**config.mk**
```make
export PLATFORM = sky130hd
export DESIGN_NAME = tx_guard_framer
export DESIGN_NICKNAME = d
export VERILOG_FILES = /design/src/rtl/tx_guard_pkg.sv /design/src/rtl/tx_guard_framer.sv
export VERILOG_INCLUDE_DIRS = /design/src /design/src/rtl
export SDC_FILE = /design/constraint.sdc
export NUM_CORES = 1
export LEC_CHECK = 0
export BUFFER_PORTS_ARGS = -buffer_cell sky130_fd_sc_hd__buf_2
export CORE_ASPECT_RATIO = 1.1
export CORE_MARGIN = 3
export CORE_UTILIZATION = 52
export DETAILED_ROUTE_END_ITERATION = 10
export PLACE_DENSITY = 0.76
export SYNTH_ARGS = -nofsm -noshare
export SYNTH_HDL_FRONTEND = slang
export SYNTH_SLANG_ARGS = --single-unit
export TNS_END_PERCENT = 10
```
**constraint.sdc**
```tcl
create_clock -name clk -period 5.05 [get_ports clk]
set_clock_uncertainty 0.2 [all_clocks]
set_input_delay 0.2525 -clock clk [delete_from_list [all_inputs] [get_ports clk]]
set_output_delay 0.2525 -clock clk [all_outputs]
set_load 0.02 [all_outputs]
```
**src/rtl/tx_guard_params.svh**
```systemverilog
// constants of the transmit guard timer and framer
`ifndef TX_GUARD_PARAMS_SVH
`define TX_GUARD_PARAMS_SVH
`define OFS_PULSE 8'h16
`define OFS_GUARD 8'h17
`define OFS_FRAME 8'h18
`define OFS_CTRL 8'h1a
`define OFS_ISTAT 8'h1b
`define OFS_IMASK 8'h1c
`define MASK_PULSE 32'h0000_ffff
`define MASK_GUARD 32'h0fff_ffff
`define MASK_FRAME 32'h0000_3fff
`define MASK_CTRL 32'h01ff_0006
`define RST_REG 32'h0000_0000
`define F_MLEN 15:8
`define F_FPL 7:0
`define F_WAIT 27:8
`define F_RELOAD 7:0
`define F_FLIP 13
`define F_ODD 12
`define F_PAREN 11
`define F_PAY 10
`define F_STOP 9:8
`define F_START 7:6
`define F_GO 0
`define F_CARD 1
`define F_MILLER 2
`define F_BUSY 3
`define F_NBYTES 24:16
`define I_DONE 0
`define I_EMPTY 1
`define ETU_DEFAULT 128
`endif

```
**src/rtl/tx_guard_pkg.sv**
```systemverilog
// types shared by the transmit guard timer and framer
package tx_guard_pkg;
    typedef struct packed {
        logic [7:0] addr;
        logic [31:0] wdata;
        logic wr;
        logic rd;
    } bus_req_t;
    typedef struct packed {
        logic valid;
        logic [19:0] wait_val;
        logic [7:0] reload;
    } detect_t;
    typedef struct packed {
        logic valid;
        logic [7:0] data;
    } pay_in_t;
    typedef enum logic [1:0] {K_SYM, K_DATA, K_PAR} elem_kind_t;
    typedef struct packed {
        elem_kind_t kind;
        logic [1:0] val;
    } tx_elem_t;
    typedef enum {S_IDLE, S_GUARD, S_HDR, S_START, S_BODY, S_DATA, S_PAR,
        S_TAIL, S_STOP, S_END} seq_state_t;
endpackage

```
**src/rtl/tx_guard_framer.sv**
```systemverilog
// transmit guard timer, frame sequencer and register file
`timescale 1ns/1ps
`include "tx_guard_params.svh"
module tx_guard_framer #(
    parameter int ETU_TICKS = `ETU_DEFAULT
) (
    // clock and reset
    input logic clk,
    input logic resetn,
    // register port
    input tx_guard_pkg::bus_req_t bus,
    output logic [31:0] rdata,
    output logic irq,
    // carrier tick enable and mode detector
    input logic carrier_tick,
    input tx_guard_pkg::detect_t det,
    // payload source
    input tx_guard_pkg::pay_in_t pay,
    output logic pay_take,
    // transmit stream
    output tx_guard_pkg::tx_elem_t tx_elem,
    output logic tx_elem_valid,
    output logic mod_pulse,
    output logic busy
);
    import tx_guard_pkg::*;

    localparam int ETU_W = $clog2(ETU_TICKS + 1);
    localparam logic [ETU_W-1:0] ETU_LAST = ETU_W'(ETU_TICKS - 1);

    logic [31:0] pulse_reg;
    logic [31:0] guard_reg;
    logic [31:0] frame_reg;
    logic [31:0] ctrl_reg;
    logic [1:0] istat_reg;
    logic [1:0] imask_reg;
    logic [1:0] istat_set;
    seq_state_t state;
    logic [7:0] presc_cnt;
    logic [19:0] wait_cnt;
    logic [ETU_W-1:0] etu_cnt;
    logic [2:0] bit_idx;
    logic [7:0] cur_byte;
    logic [8:0] bytes_left;
    logic [7:0] pulse_cnt;
    logic go;
    logic elem_end;

    function automatic logic wr_hit(input bus_req_t b, input logic [7:0] a);
        wr_hit = b.wr && (b.addr == a);
    endfunction

    function automatic logic par_bit(input logic [7:0] b, input logic odd,
        input logic flip);
        par_bit = ^b ^ odd ^ flip;
    endfunction

    function automatic tx_elem_t mk_elem(input elem_kind_t k,
        input logic [1:0] v);
        mk_elem.kind = k;
        mk_elem.val = v;
    endfunction

    assign go = wr_hit(bus, `OFS_CTRL) && bus.wdata[`F_GO];
    assign elem_end = carrier_tick && (etu_cnt == '0);

    // register writes
    always_ff @(posedge clk or negedge resetn)
    begin
        if (!resetn)
            pulse_reg <= `RST_REG;
        else if (wr_hit(bus, `OFS_PULSE))
            pulse_reg <= bus.wdata & `MASK_PULSE;
    end

    // the mode detector has priority over a software write
    always_ff @(posedge clk or negedge resetn)
    begin
        if (!resetn)
            guard_reg <= `RST_REG;
        else if (det.valid)
            guard_reg <= {4'h0, det.wait_val, det.reload};
        else if (wr_hit(bus, `OFS_GUARD))
            guard_reg <= bus.wdata & `MASK_GUARD;
    end

    always_ff @(posedge clk or negedge resetn)
    begin
        if (!resetn)
            frame_reg <= `RST_REG;
        else if (wr_hit(bus, `OFS_FRAME))
            frame_reg <= bus.wdata & `MASK_FRAME;
    end

    always_ff @(posedge clk or negedge resetn)
    begin
        if (!resetn)
            ctrl_reg <= `RST_REG;
        else if (wr_hit(bus, `OFS_CTRL))
            ctrl_reg <= bus.wdata & `MASK_CTRL;
    end

    // interrupt status: write one to clear, a new event wins
    always_ff @(posedge clk or negedge resetn)
    begin
        if (!resetn)
            istat_reg <= 2'h0;
        else if (wr_hit(bus, `OFS_ISTAT))
            istat_reg <= (istat_reg & ~bus.wdata[1:0]) | istat_set;
        else
            istat_reg <= istat_reg | istat_set;
    end

    always_ff @(posedge clk or negedge resetn)
    begin
        if (!resetn)
            imask_reg <= 2'h0;
        else if (wr_hit(bus, `OFS_IMASK))
            imask_reg <= bus.wdata[1:0];
    end

    always_ff @(posedge clk or negedge resetn)
    begin
        if (!resetn)
            irq <= 1'b0;
        else
            irq <= |(istat_reg & imask_reg);
    end

    // read data, unmapped addresses read zero
    always_ff @(posedge clk or negedge resetn)
    begin
        if (!resetn)
            rdata <= 32'h0;
        else if (bus.rd)
        begin
            case (bus.addr)
                `OFS_PULSE: rdata <= pulse_reg;
                `OFS_GUARD: rdata <= guard_reg;
                `OFS_FRAME: rdata <= frame_reg;
                `OFS_CTRL: rdata <= ctrl_reg | {28'h0, busy, 3'h0};
                `OFS_ISTAT: rdata <= {30'h0, istat_reg};
                `OFS_IMASK: rdata <= {30'h0, imask_reg};
                default: rdata <= 32'h0;
            endcase
        end
        else
            rdata <= 32'h0;
    end

    always_ff @(posedge clk or negedge resetn)
    begin
        if (!resetn)
            busy <= 1'b0;
        else
            busy <= (state != S_IDLE);
    end

    // frame sequencer with guard timer
    always_ff @(posedge clk or negedge resetn)
    begin
        if (!resetn)
        begin
            state <= S_IDLE;
            presc_cnt <= 8'h0;
            wait_cnt <= 20'h0;
            etu_cnt <= '0;
            bit_idx <= 3'h0;
            cur_byte <= 8'h0;
            bytes_left <= 9'h0;
            tx_elem <= mk_elem(K_SYM, 2'h0);
            tx_elem_valid <= 1'b0;
            pay_take <= 1'b0;
            istat_set <= 2'h0;
        end
        else
        begin
            tx_elem_valid <= 1'b0;
            pay_take <= 1'b0;
            istat_set <= 2'h0;
            if (carrier_tick && etu_cnt != '0)
                etu_cnt <= etu_cnt - 1'b1;
            case (state)
                S_IDLE:
                begin
                    if (go)
                    begin
                        bytes_left <= bus.wdata[`F_NBYTES];
                        if (frame_reg[`F_PAY] && bus.wdata[`F_NBYTES] == '0)
                            istat_set[`I_EMPTY] <= 1'b1;
                        else if (guard_reg[`F_WAIT] == '0)
                            state <= S_HDR;
                        else
                        begin
                            state <= S_GUARD;
                            wait_cnt <= guard_reg[`F_WAIT];
                            if (bus.wdata[`F_CARD])
                                presc_cnt <= pulse_reg[`F_FPL];
                            else
                                presc_cnt <= guard_reg[`F_RELOAD];
                        end
                    end
                end
                S_GUARD:
                begin
                    if (wait_cnt == '0)
                        state <= S_HDR;
                    else if (carrier_tick)
                    begin
                        if (presc_cnt == 8'h0)
                        begin
                            presc_cnt <= guard_reg[`F_RELOAD];
                            wait_cnt <= wait_cnt - 1'b1;
                        end
                        else
                            presc_cnt <= presc_cnt - 1'b1;
                    end
                end
                S_HDR:
                begin
                    if (frame_reg[`F_START] != 2'h0)
                    begin
                        tx_elem <= mk_elem(K_SYM,
                            frame_reg[`F_START] - 2'h1);
                        tx_elem_valid <= 1'b1;
                        etu_cnt <= ETU_LAST;
                        state <= S_START;
                    end
                    else
                        state <= S_BODY;
                end
                S_START:
                begin
                    if (elem_end)
                        state <= S_BODY;
                end
                S_BODY:
                begin
                    if (!frame_reg[`F_PAY] || bytes_left == '0)
                        state <= S_TAIL;
                    else if (pay.valid)
                    begin
                        cur_byte <= pay.data;
                        pay_take <= 1'b1;
                        bit_idx <= 3'h0;
                        tx_elem <= mk_elem(K_DATA, {1'b0, pay.data[0]});
                        tx_elem_valid <= 1'b1;
                        etu_cnt <= ETU_LAST;
                        state <= S_DATA;
                    end
                end
                S_DATA:
                begin
                    if (elem_end)
                    begin
                        if (bit_idx != 3'h7)
                        begin
                            bit_idx <= bit_idx + 3'h1;
                            tx_elem <= mk_elem(K_DATA,
                                {1'b0, cur_byte[bit_idx + 3'h1]});
                            tx_elem_valid <= 1'b1;
                            etu_cnt <= ETU_LAST;
                        end
                        else if (frame_reg[`F_PAREN])
                        begin
                            tx_elem <= mk_elem(K_PAR, {1'b0,
                                par_bit(cur_byte, frame_reg[`F_ODD],
                                frame_reg[`F_FLIP] && bytes_left == 9'h1)});
                            tx_elem_valid <= 1'b1;
                            etu_cnt <= ETU_LAST;
                            state <= S_PAR;
                        end
                        else
                        begin
                            bytes_left <= bytes_left - 9'h1;
                            state <= S_BODY;
                        end
                    end
                end
                S_PAR:
                begin
                    if (elem_end)
                    begin
                        bytes_left <= bytes_left - 9'h1;
                        state <= S_BODY;
                    end
                end
                S_TAIL:
                begin
                    if (frame_reg[`F_STOP] != 2'h0)
                    begin
                        tx_elem <= mk_elem(K_SYM, frame_reg[`F_STOP]);
                        tx_elem_valid <= 1'b1;
                        etu_cnt <= ETU_LAST;
                        state <= S_STOP;
                    end
                    else
                        state <= S_END;
                end
                S_STOP:
                begin
                    if (elem_end)
                        state <= S_END;
                end
                S_END:
                begin
                    istat_set[`I_DONE] <= 1'b1;
                    state <= S_IDLE;
                end
                default: state <= S_IDLE;
            endcase
        end
    end

    // miller pulse lasts the programmed length plus one carrier ticks
    always_ff @(posedge clk or negedge resetn)
    begin
        if (!resetn)
        begin
            mod_pulse <= 1'b0;
            pulse_cnt <= 8'h0;
        end
        else if (tx_elem_valid && tx_elem.kind != K_SYM && ctrl_reg[`F_MILLER])
        begin
            mod_pulse <= 1'b1;
            pulse_cnt <= pulse_reg[`F_MLEN];
        end
        else if (mod_pulse && carrier_tick)
        begin
            if (pulse_cnt == 8'h0)
                mod_pulse <= 1'b0;
            else
                pulse_cnt <= pulse_cnt - 8'h1;
        end
    end
endmodule

```
After elaboration in Yosys (flattened, before gate mapping)
Cells that the tools add are included.
- input bits: 83
- register bits after elaboration: 216
- logic and storage cells: 209
- magnitude comparators: 1
- multiplexer cells: 83
- eq/ne operators: 38
- reductions and logical operators: 48
- bitwise gates (word level): 9
- add/sub/neg operators: 7
- operator list (operator ; count):
    $mux W32 ; 12
    $pmux W32 S8 ; 1
    $pmux W32 S6 ; 1
    $mux W8 ; 18
    $eq A32 B3 Y1 const B ; 4
    $mux W20 ; 6
    $eq A32 B2 Y1 const B ; 2
    $eq A32 B4 Y1 const B ; 2
    $eq A8 B5 Y1 const B ; 6
    $mux W9 ; 5
    $logic_not A20 Y1 ; 2
    $pmux W20 S2 ; 1
    $ne A2 B2 Y1 const B ; 18
    $eq A32 B1 Y1 const B ; 1
    $logic_not A32 Y1 ; 1
    $pmux W8 S4 ; 1
    $reduce_bool A32 Y1 ; 1
    $mux W4 ; 7
    $pmux W9 S3 ; 1
    $or A25 B4 Y25 ; 1
    $logic_not A8 Y1 ; 3
    $sub A8 B1 Y8 const B ; 3
    $sub A20 B1 Y20 const B ; 1
    $logic_not A9 Y1 ; 2
    other kinds (35) ; 86

Logic depth before layout (Yosys ltp)
Gate-level depths: netlist of run 1.
- depth after elaboration: 7
- depth in mapped cells: 10
- mapped depth without buffers: 8

Worst setup path before layout of run 1
Ideal clock, no wire load.
- path type: reg2reg
- start: register wait_cnt[0]
- end: register wait_cnt[16]
- slack: 2576 ps
- arrival time: 2153 ps
- buffers on the path: 2
- setup time: 121 ps
- stages on the path, launching flop included: 10
- path through: dfrtp_1 > inv_1 > ha_1 > nor3b_2 > nand4_1 > or4_1 > and4_4 > buf_6 > buf_6 > a22o_1
- word-level cells in the longest chain between the ends: 5
- elaborated cells on any way between the ends: 8
- RTL lines (item ; line ; text):
    start, declared ; tx_guard_framer.sv:40 ; logic [19:0] wait_cnt;
    start signal, assigned ; tx_guard_framer.sv:196 ; wait_cnt <= guard_reg[`F_WAIT];
    start signal, assigned ; tx_guard_framer.sv:213 ; wait_cnt <= wait_cnt - 1'b1;
    $sub A20 B1 Y20 ; tx_guard_framer.sv:213 ;
    $mux W20 ; tx_guard_framer.sv:210 ; if (presc_cnt == 8'h0)
    $mux W20 ; tx_guard_framer.sv:208 ; else if (carrier_tick)
    $mux W20 ; tx_guard_framer.sv:206 ; if (wait_cnt == '0)
    $pmux W20 S2 ; tx_guard_framer.sv:183 ; case (state)
Parallel ways exist; a longest one is shown, timed or not. The select of a mux whose other input is x is not followed.
A chain may end at the register's enable or synchronous reset.

Worst setup path after layout of run 1
- start: input port bus[39] in the netlist's numbering
- end: register guard_reg[20]
- word-level cells in the longest chain between the ends: 3
- RTL lines (item ; line ; text):
    start, declared ; tx_guard_framer.sv:11 ; input tx_guard_pkg::bus_req_t bus,
    $eq A8 B5 Y1 ; tx_guard_framer.sv:50 ; wr_hit = b.wr && (b.addr == a);
    $logic_and A1 B1 Y1 ; tx_guard_framer.sv:50 ;
    $reduce_bool A2 Y1 (no line) ; -- ;
    end signal, assigned ; tx_guard_framer.sv:80 ; guard_reg <= `RST_REG;
    end signal, assigned ; tx_guard_framer.sv:82 ; guard_reg <= {4'h0, det.wait_val, det.reload};
    end signal, assigned ; tx_guard_framer.sv:84 ; guard_reg <= bus.wdata & `MASK_GUARD;
    end, declared ; tx_guard_framer.sv:32 ; logic [31:0] guard_reg;
No other way between the ends.

==> qor.txt, run 1 <==
area of the core: 17100 um2
asr flop ratio synth: 100%
Chip Width: 132 um
critical path arrival: 3.46 ns
worst-path maximum fanout: 28
DR DRC count: 0
Post-Place Worst Slack: 1.72 ns
RSZ-0062 raised after global routing: no
Total GRT Usage: 27.6%
Syn Inst Count: 917
post-DP HPWL: 16100 um
status: finished clean
Worst setup SP type: primary input
Slew Limit Fails: 0
Final period util: 66.1%
1st-pass router iterations: 8
P_leak: 5.28 nW
fraction of layout cells with a size suffix above 1: 20.1%
layout net count: 1193
multi-input logic area: 4280 um2
post-DR vias/cell: 5.87
setup violators final: 0
final wirelength: 25500 um
HP Class: primary input to flip-flop
DR WL/cell: 18.9 um
DP Area: 9810 um2
initial drt markers: 846
Reg2Reg Depth: 6
largest net degree at the start of global routing: 81
total CTS buffers: 17
remaining global-route overflow: 0
CTS tree: done
relative slew slack: 25.8%
I/O pin count: 124
worst hold margin: 0.0478 ns
Std-Cell Rows: 50
Post-synth EDFFs: 0
Clock Path Buffers: 2
Final Wtd Congestion: 0.888
CTS clk-pin slew, worst paths: 0.07 ns
Filler cells: 1266
post-synth top area share: 49.6%
chip height: 145 um
Critical Path End Type: flip-flop
remaining antenna violation count: 0
PortBufs: 115
Worst setup startpoint: bus[39]
max incr delay on CP: 0.64 ns
Peak Freq: 0.299 GHz
Design Area, Final: 11300 um2
final setup margin: 1.71 ns
FF-to-FF End: presc_cnt[6]$_DFFE_PN0P_
vias post-DR: 7907
initial antenna violation count: 3
later-pin clock latency in the skew report: 0.44 ns
first-pass GRT wire length: 41600 um
syn avg cell area: 9.90 um2
Area contributors post-synth: dfrtp_1 (50%), mux2_2 (6.1%), nand2_1 (5.3%), o21ai_0 (4.4%), mux2i_1 (4.0%)
Synth area leader: dfrtp_1
clk root buf: clkbuf_16
Yosys cell types: 76
Resize count post-CTS: 0
worst reg2reg setup slack: 1.80 ns
slowest stage cell on the critical path: dlygate4sd3_1
CTS Sinks: 180
Mapped Area: 9080 um2
area occupied by registers: 4500 um2
Die Area: 19100 um2
fin crit period: 3.34 ns
CP Cell Sequence: buf_2, nor4b_2, nand4b_1, nor2_2, nand2_2, mux2i_1, o21ai_0, dlygate4sd3_1
H-tree depth: 4
Layout area overhead: 24.5%
initial core utilization: 53.2%
CP Class: primary input to flip-flop
Seq/Total Area, Yosys: 49.6%
vias in the first global route: 8043
Pwr per Cell Area: 418 nW/um2
Post-synth top flop: dfrtp_1
Fin. Hold Viols: 0
number of max-cap violations: 0
Setup TNS: 0 ns
maximum VDD drop: 0.316 mV
Critical Path RT: 5.17 ns
crit path capture: guard_reg[20]$_DFFE_PN0P_
worst-margin pin slew: 1.10 ns
Synthesis Warnings: 0
FF+latch count, synth: 180
FF-to-FF Start: state[0]$_DFFE_PN0P_
stage by stage:
step	total power, W	utilization [%]	std cells
final	0.00473	66.2	1348
after global routing	0.00502	66.2	1348
after CTS	0.00470	66.1	1345
after detailed placement	0.00324	57.5	1227
after global placement	0.00320	57.5	1227
after floorplan	0.00293	-	920
Yosys cell counts (10+ instances only):
cell      number
dfrtp_1      180
nor4_1        14
nand3_1       20
mux2_2        49
nand2_1      127
inv_1         22
mux2i_1       36
o21ai_0       79
a22oi_1       17
xnor2_1       19
clkbuf_1      34
a222oi_1      10
nor3_1        17
nor2_1        71
ha_1          12
a21oi_1       53
final cells by class:
type,instances,share of cell area [%]
multi-input combinational,666,37.9
antenna,3,0.0664
clock inverter,11,1.32
tap,234,2.59
sequential,180,39.9
inverter,23,0.764
clock buffer,21,4.16
timing repair buffer,210,13.4
how the worst min path moves through the flow:
stage             from                endpoint  slack (ns)  cells after the start
2_1_floorplan   resetn  bit_idx[0]$_DFFE_PN0P_       -0.24                      0
3_3_place_gp    resetn     rdata[24]$_DFF_PN0_        0.15                      1
3_5_place_dp    resetn     rdata[23]$_DFF_PN0_        0.15                      1
4_1_cts        bus[34]      rdata[0]$_DFF_PN0_        0.02                      3
5_1_grt         bus[1]  istat_reg[1]$_DFF_PN0_        0.05                      3
6_report        bus[1]  istat_reg[1]$_DFF_PN0_        0.05                      3
per-layer routing:
layer	share of wire (%)	global-route usage, %	up-vias
li1	-	-	3673
met1	40	34.2	3849
met2	50	47.0	308
met3	5.8	5.64	77
met4	3.6	12.7	0
met5	0	0	-
placed cells by master (no fill, tap or decap), types with 6 or more instances in the layout:
cell type and n:
buf_4 9, nor3_1 16, nor2b_1 9, dfrtp_1 180, o22ai_1 6, buf_2 114
mux2_2 49, a21oi_1 53, ha_1 12, mux2i_1 36, xnor2_1 19, a22oi_1 17
nand2b_1 7, clkbuf_16 17, inv_1 22, a31oi_1 6, dlygate4sd3_1 86, nor2_1 71
xor2_1 9, a222oi_1 10, nand2_1 127, nor4_1 14, nand3_1 20, nand4_1 9
o21ai_0 79
worst max-delay path, delay by kind of cell:
| family | cells | cell delay [ns] |
|---|---|---|
| muxes | 1 | 0.37 |
| AOI/OAI and AO/OA | 1 | 0.09 |
| buffers and inverters | 2 | 0.74 |
| and+or+nand+nor | 4 | 1.97 |
power breakdown:
part           total [W]  leakage (nW)  internal [W]  switching (W)
Clock            0.00140         0.301      0.000821       0.000578
Combinational    0.00132          2.67      0.000573       0.000747
Sequential       0.00201          2.31       0.00168       0.000332
what timing repair did:
| item | CTS | global route |
|---|---|---|
| buffers inserted | 0 | 0 |
| endpoints found under the hold margin | 164 | 0 |
| hold buffers | 86 | 0 |
logic make-up (layout without fill, tap and decap cells):
logic type	count (synthesis)	count (layout)	share of synthesized area [%]
multiplexers	87	87	10.5
AO/OA/AOI/OAI	220	220	15.1
other	1	7	0.0413
adder cells (fa/ha/maj)	12	12	1.65
XOR/XNOR	28	28	2.70
AND/OR/NAND/NOR	315	315	16.8
flip-flops	180	180	49.6
buffers and inverters	74	265	3.49
No activity file was read; power rests on OpenSTA's default activity.
==> inputs of run 2 (changes only) <==
==> constraint.sdc (replaced) <==
create_clock -name clk -period 3.2 [get_ports clk]
set_clock_uncertainty 0.2 [all_clocks]
set_input_delay 0.16 -clock clk [delete_from_list [all_inputs] [get_ports clk]]
set_output_delay 0.16 -clock clk [all_outputs]
set_load 0.02 [all_outputs]
==> qor.txt, run 2 (synthesized netlist as in run 1, its figures left out) <==
worst-path maximum fanout: 38
Critical Path RT: 3.30 ns
maximum VDD drop: 0.493 mV
Chip Width: 132 um
worst-margin pin slew: 1.01 ns
RSZ-0062 raised after global routing: no
HP Class: primary input to flip-flop
Setup TNS: 0 ns
FF-to-FF Start: wait_cnt[0]$_DFFE_PN0P_
later-pin clock latency in the skew report: 0.44 ns
DR WL/cell: 19.0 um
vias in the first global route: 8161
DR DRC count: 0
Worst setup SP type: flip-flop
clk root buf: clkbuf_16
CP Cell Sequence: inv_1, ha_1, nor3b_2, nand4_1, or4_1, and4_4, a21oi_1, a21oi_1
fraction of layout cells with a size suffix above 1: 21.1%
number of max-cap violations: 0
Pwr per Cell Area: 652 nW/um2
layout net count: 1217
status: finished clean
CP Class: flip-flop to flip-flop
Peak Freq: 0.362 GHz
hold_sp: bus[34]
fin crit period: 2.76 ns
PortBufs: 115
Total GRT Usage: 27.9%
Worst setup startpoint: wait_cnt[0]$_DFFE_PN0P_
H-tree depth: 4
first-pass GRT wire length: 42100 um
remaining global-route overflow: 0
Reg2Reg Depth: 8
worst hold stages: 4
relative slew slack: 32.6%
CTS clk-pin slew, worst paths: 0.07 ns
critical path arrival: 2.86 ns
remaining antenna violation count: 0
Net Sw Frac: 35.0%
initial drt markers: 742
final setup margin: 0.436 ns
Top cell by count, worst path: a21oi_1
Combinational Power Share: 28.9%
Final period util: 86.4%
Seq pwr share: 42.1%
Slew Limit Fails: 0
slowest stage cell on the critical path: or4_1
CTS tree: done
Critical Path End Type: flip-flop
Switch Pwr: 0.00263 W
internal power: 0.00488 W
Post-Place Worst Slack: 0.514 ns
vias post-DR: 8082
area of the core: 17100 um2
I/O pin count: 124
initial antenna violation count: 3
Clock Path Buffers: 2
Layout area overhead: 26.8%
highest-count cells in the layout ignoring fill and taps: dfrtp_1 (180), nand2_1 (127), buf_2 (114)
initial core utilization: 53.2%
post-CTS setup buffers: 0
total CTS buffers: 17
final wirelength: 26000 um
P_leak: 5.40 nW
1st-pass router iterations: 8
Die Area: 19100 um2
Fin. Hold Viols: 0
largest net degree at the start of global routing: 71
CTS Sinks: 180
Std-Cell Rows: 50
post-DP HPWL: 16400 um
Final Wtd Congestion: 0.900
chip height: 145 um
post-DR vias/cell: 5.89
Clk pwr share: 29.0%
max incr delay on CP: 0.54 ns
commonest non-fill, non-tap cell in the layout: dfrtp_1
setup violators final: 0
run 2: changes by cell type in the layout (fill, tap and decap cells not counted):
cell,change
buf_4,+15
dlygate4sd3_1,+7
buf_12,+2
clkinv_4,+2
clkbuf_8,-1
clkinv_2,+1
clkinvlp_4,-1
inv_8,-1
run 2: through the flow:
step	hold WS [ns]	util (%)	total power, W	instances	instance area (um2)
2_1_floorplan	-0.336	-	0.00462	920	9090
3_3_place_gp	0.0208	58.4	0.00509	1244	9970
3_5_place_dp	0.0230	58.4	0.00517	1244	9970
6_report	0.0236	67.4	0.00751	1372	11500
4_1_cts	0.00224	67.4	0.00745	1369	11500
5_1_grt	0.0339	67.4	0.00793	1372	11500
run 2: power groups by stage:
stage | combinational (W) | sequential, W | clock (W)
final | 0.00217 | 0.00316 | 0.00217
after global routing | 0.00244 | 0.00321 | 0.00228
after detailed placement | 0.00201 | 0.00316 | 0
after global placement | 0.00194 | 0.00315 | 0
after CTS | 0.00213 | 0.00313 | 0.00218
after floorplan | 0.00160 | 0.00301 | 0
run 2: final timing paths:
path	end	slack, ns
max	wait_cnt[13]$_DFFE_PN0P_	0.44
max in group asynchronous	rdata[9]$_DFF_PN0_	1.93
max reg2reg	wait_cnt[13]$_DFFE_PN0P_	0.44
min	rdata[0]$_DFF_PN0_	0.02
min reg2reg	istat_reg[1]$_DFF_PN0_	0.23
min in group asynchronous	rdata[24]$_DFF_PN0_	0.09
run 2: per-layer routing:
metal	track usage, %	wire [um]
met2	47.5	13100
met3	5.36	1620
met1	34.5	10400
met4	14.0	907
met5	0	0
run 2: area by class of cell:
cell class	instances	area (um2)
inverters	23	86.3
clock inverters	12	153
clock buffers	20	457
repair buffers	234	1730
fillers	1262	5560
well taps	234	293
diodes	3	7.51
multi-input cells	666	4280
flip-flops and latches	180	4500
run 2: repair_timing:
action / in CTS / in global routing
resized for setup: 0 / 0
hold buffers: 93 / 0
hold endpoints to repair: 164 / 0
run 2: critical path: cells and delay by family (launching register included):
kind                       cells  cell delay (ns)
adders and majority gates      1             0.22
buffers and inverters          1             0.13
AOI/OAI and AO/OA              2             0.26
DFF                            1             0.40
and+or+nand+nor                4             1.42
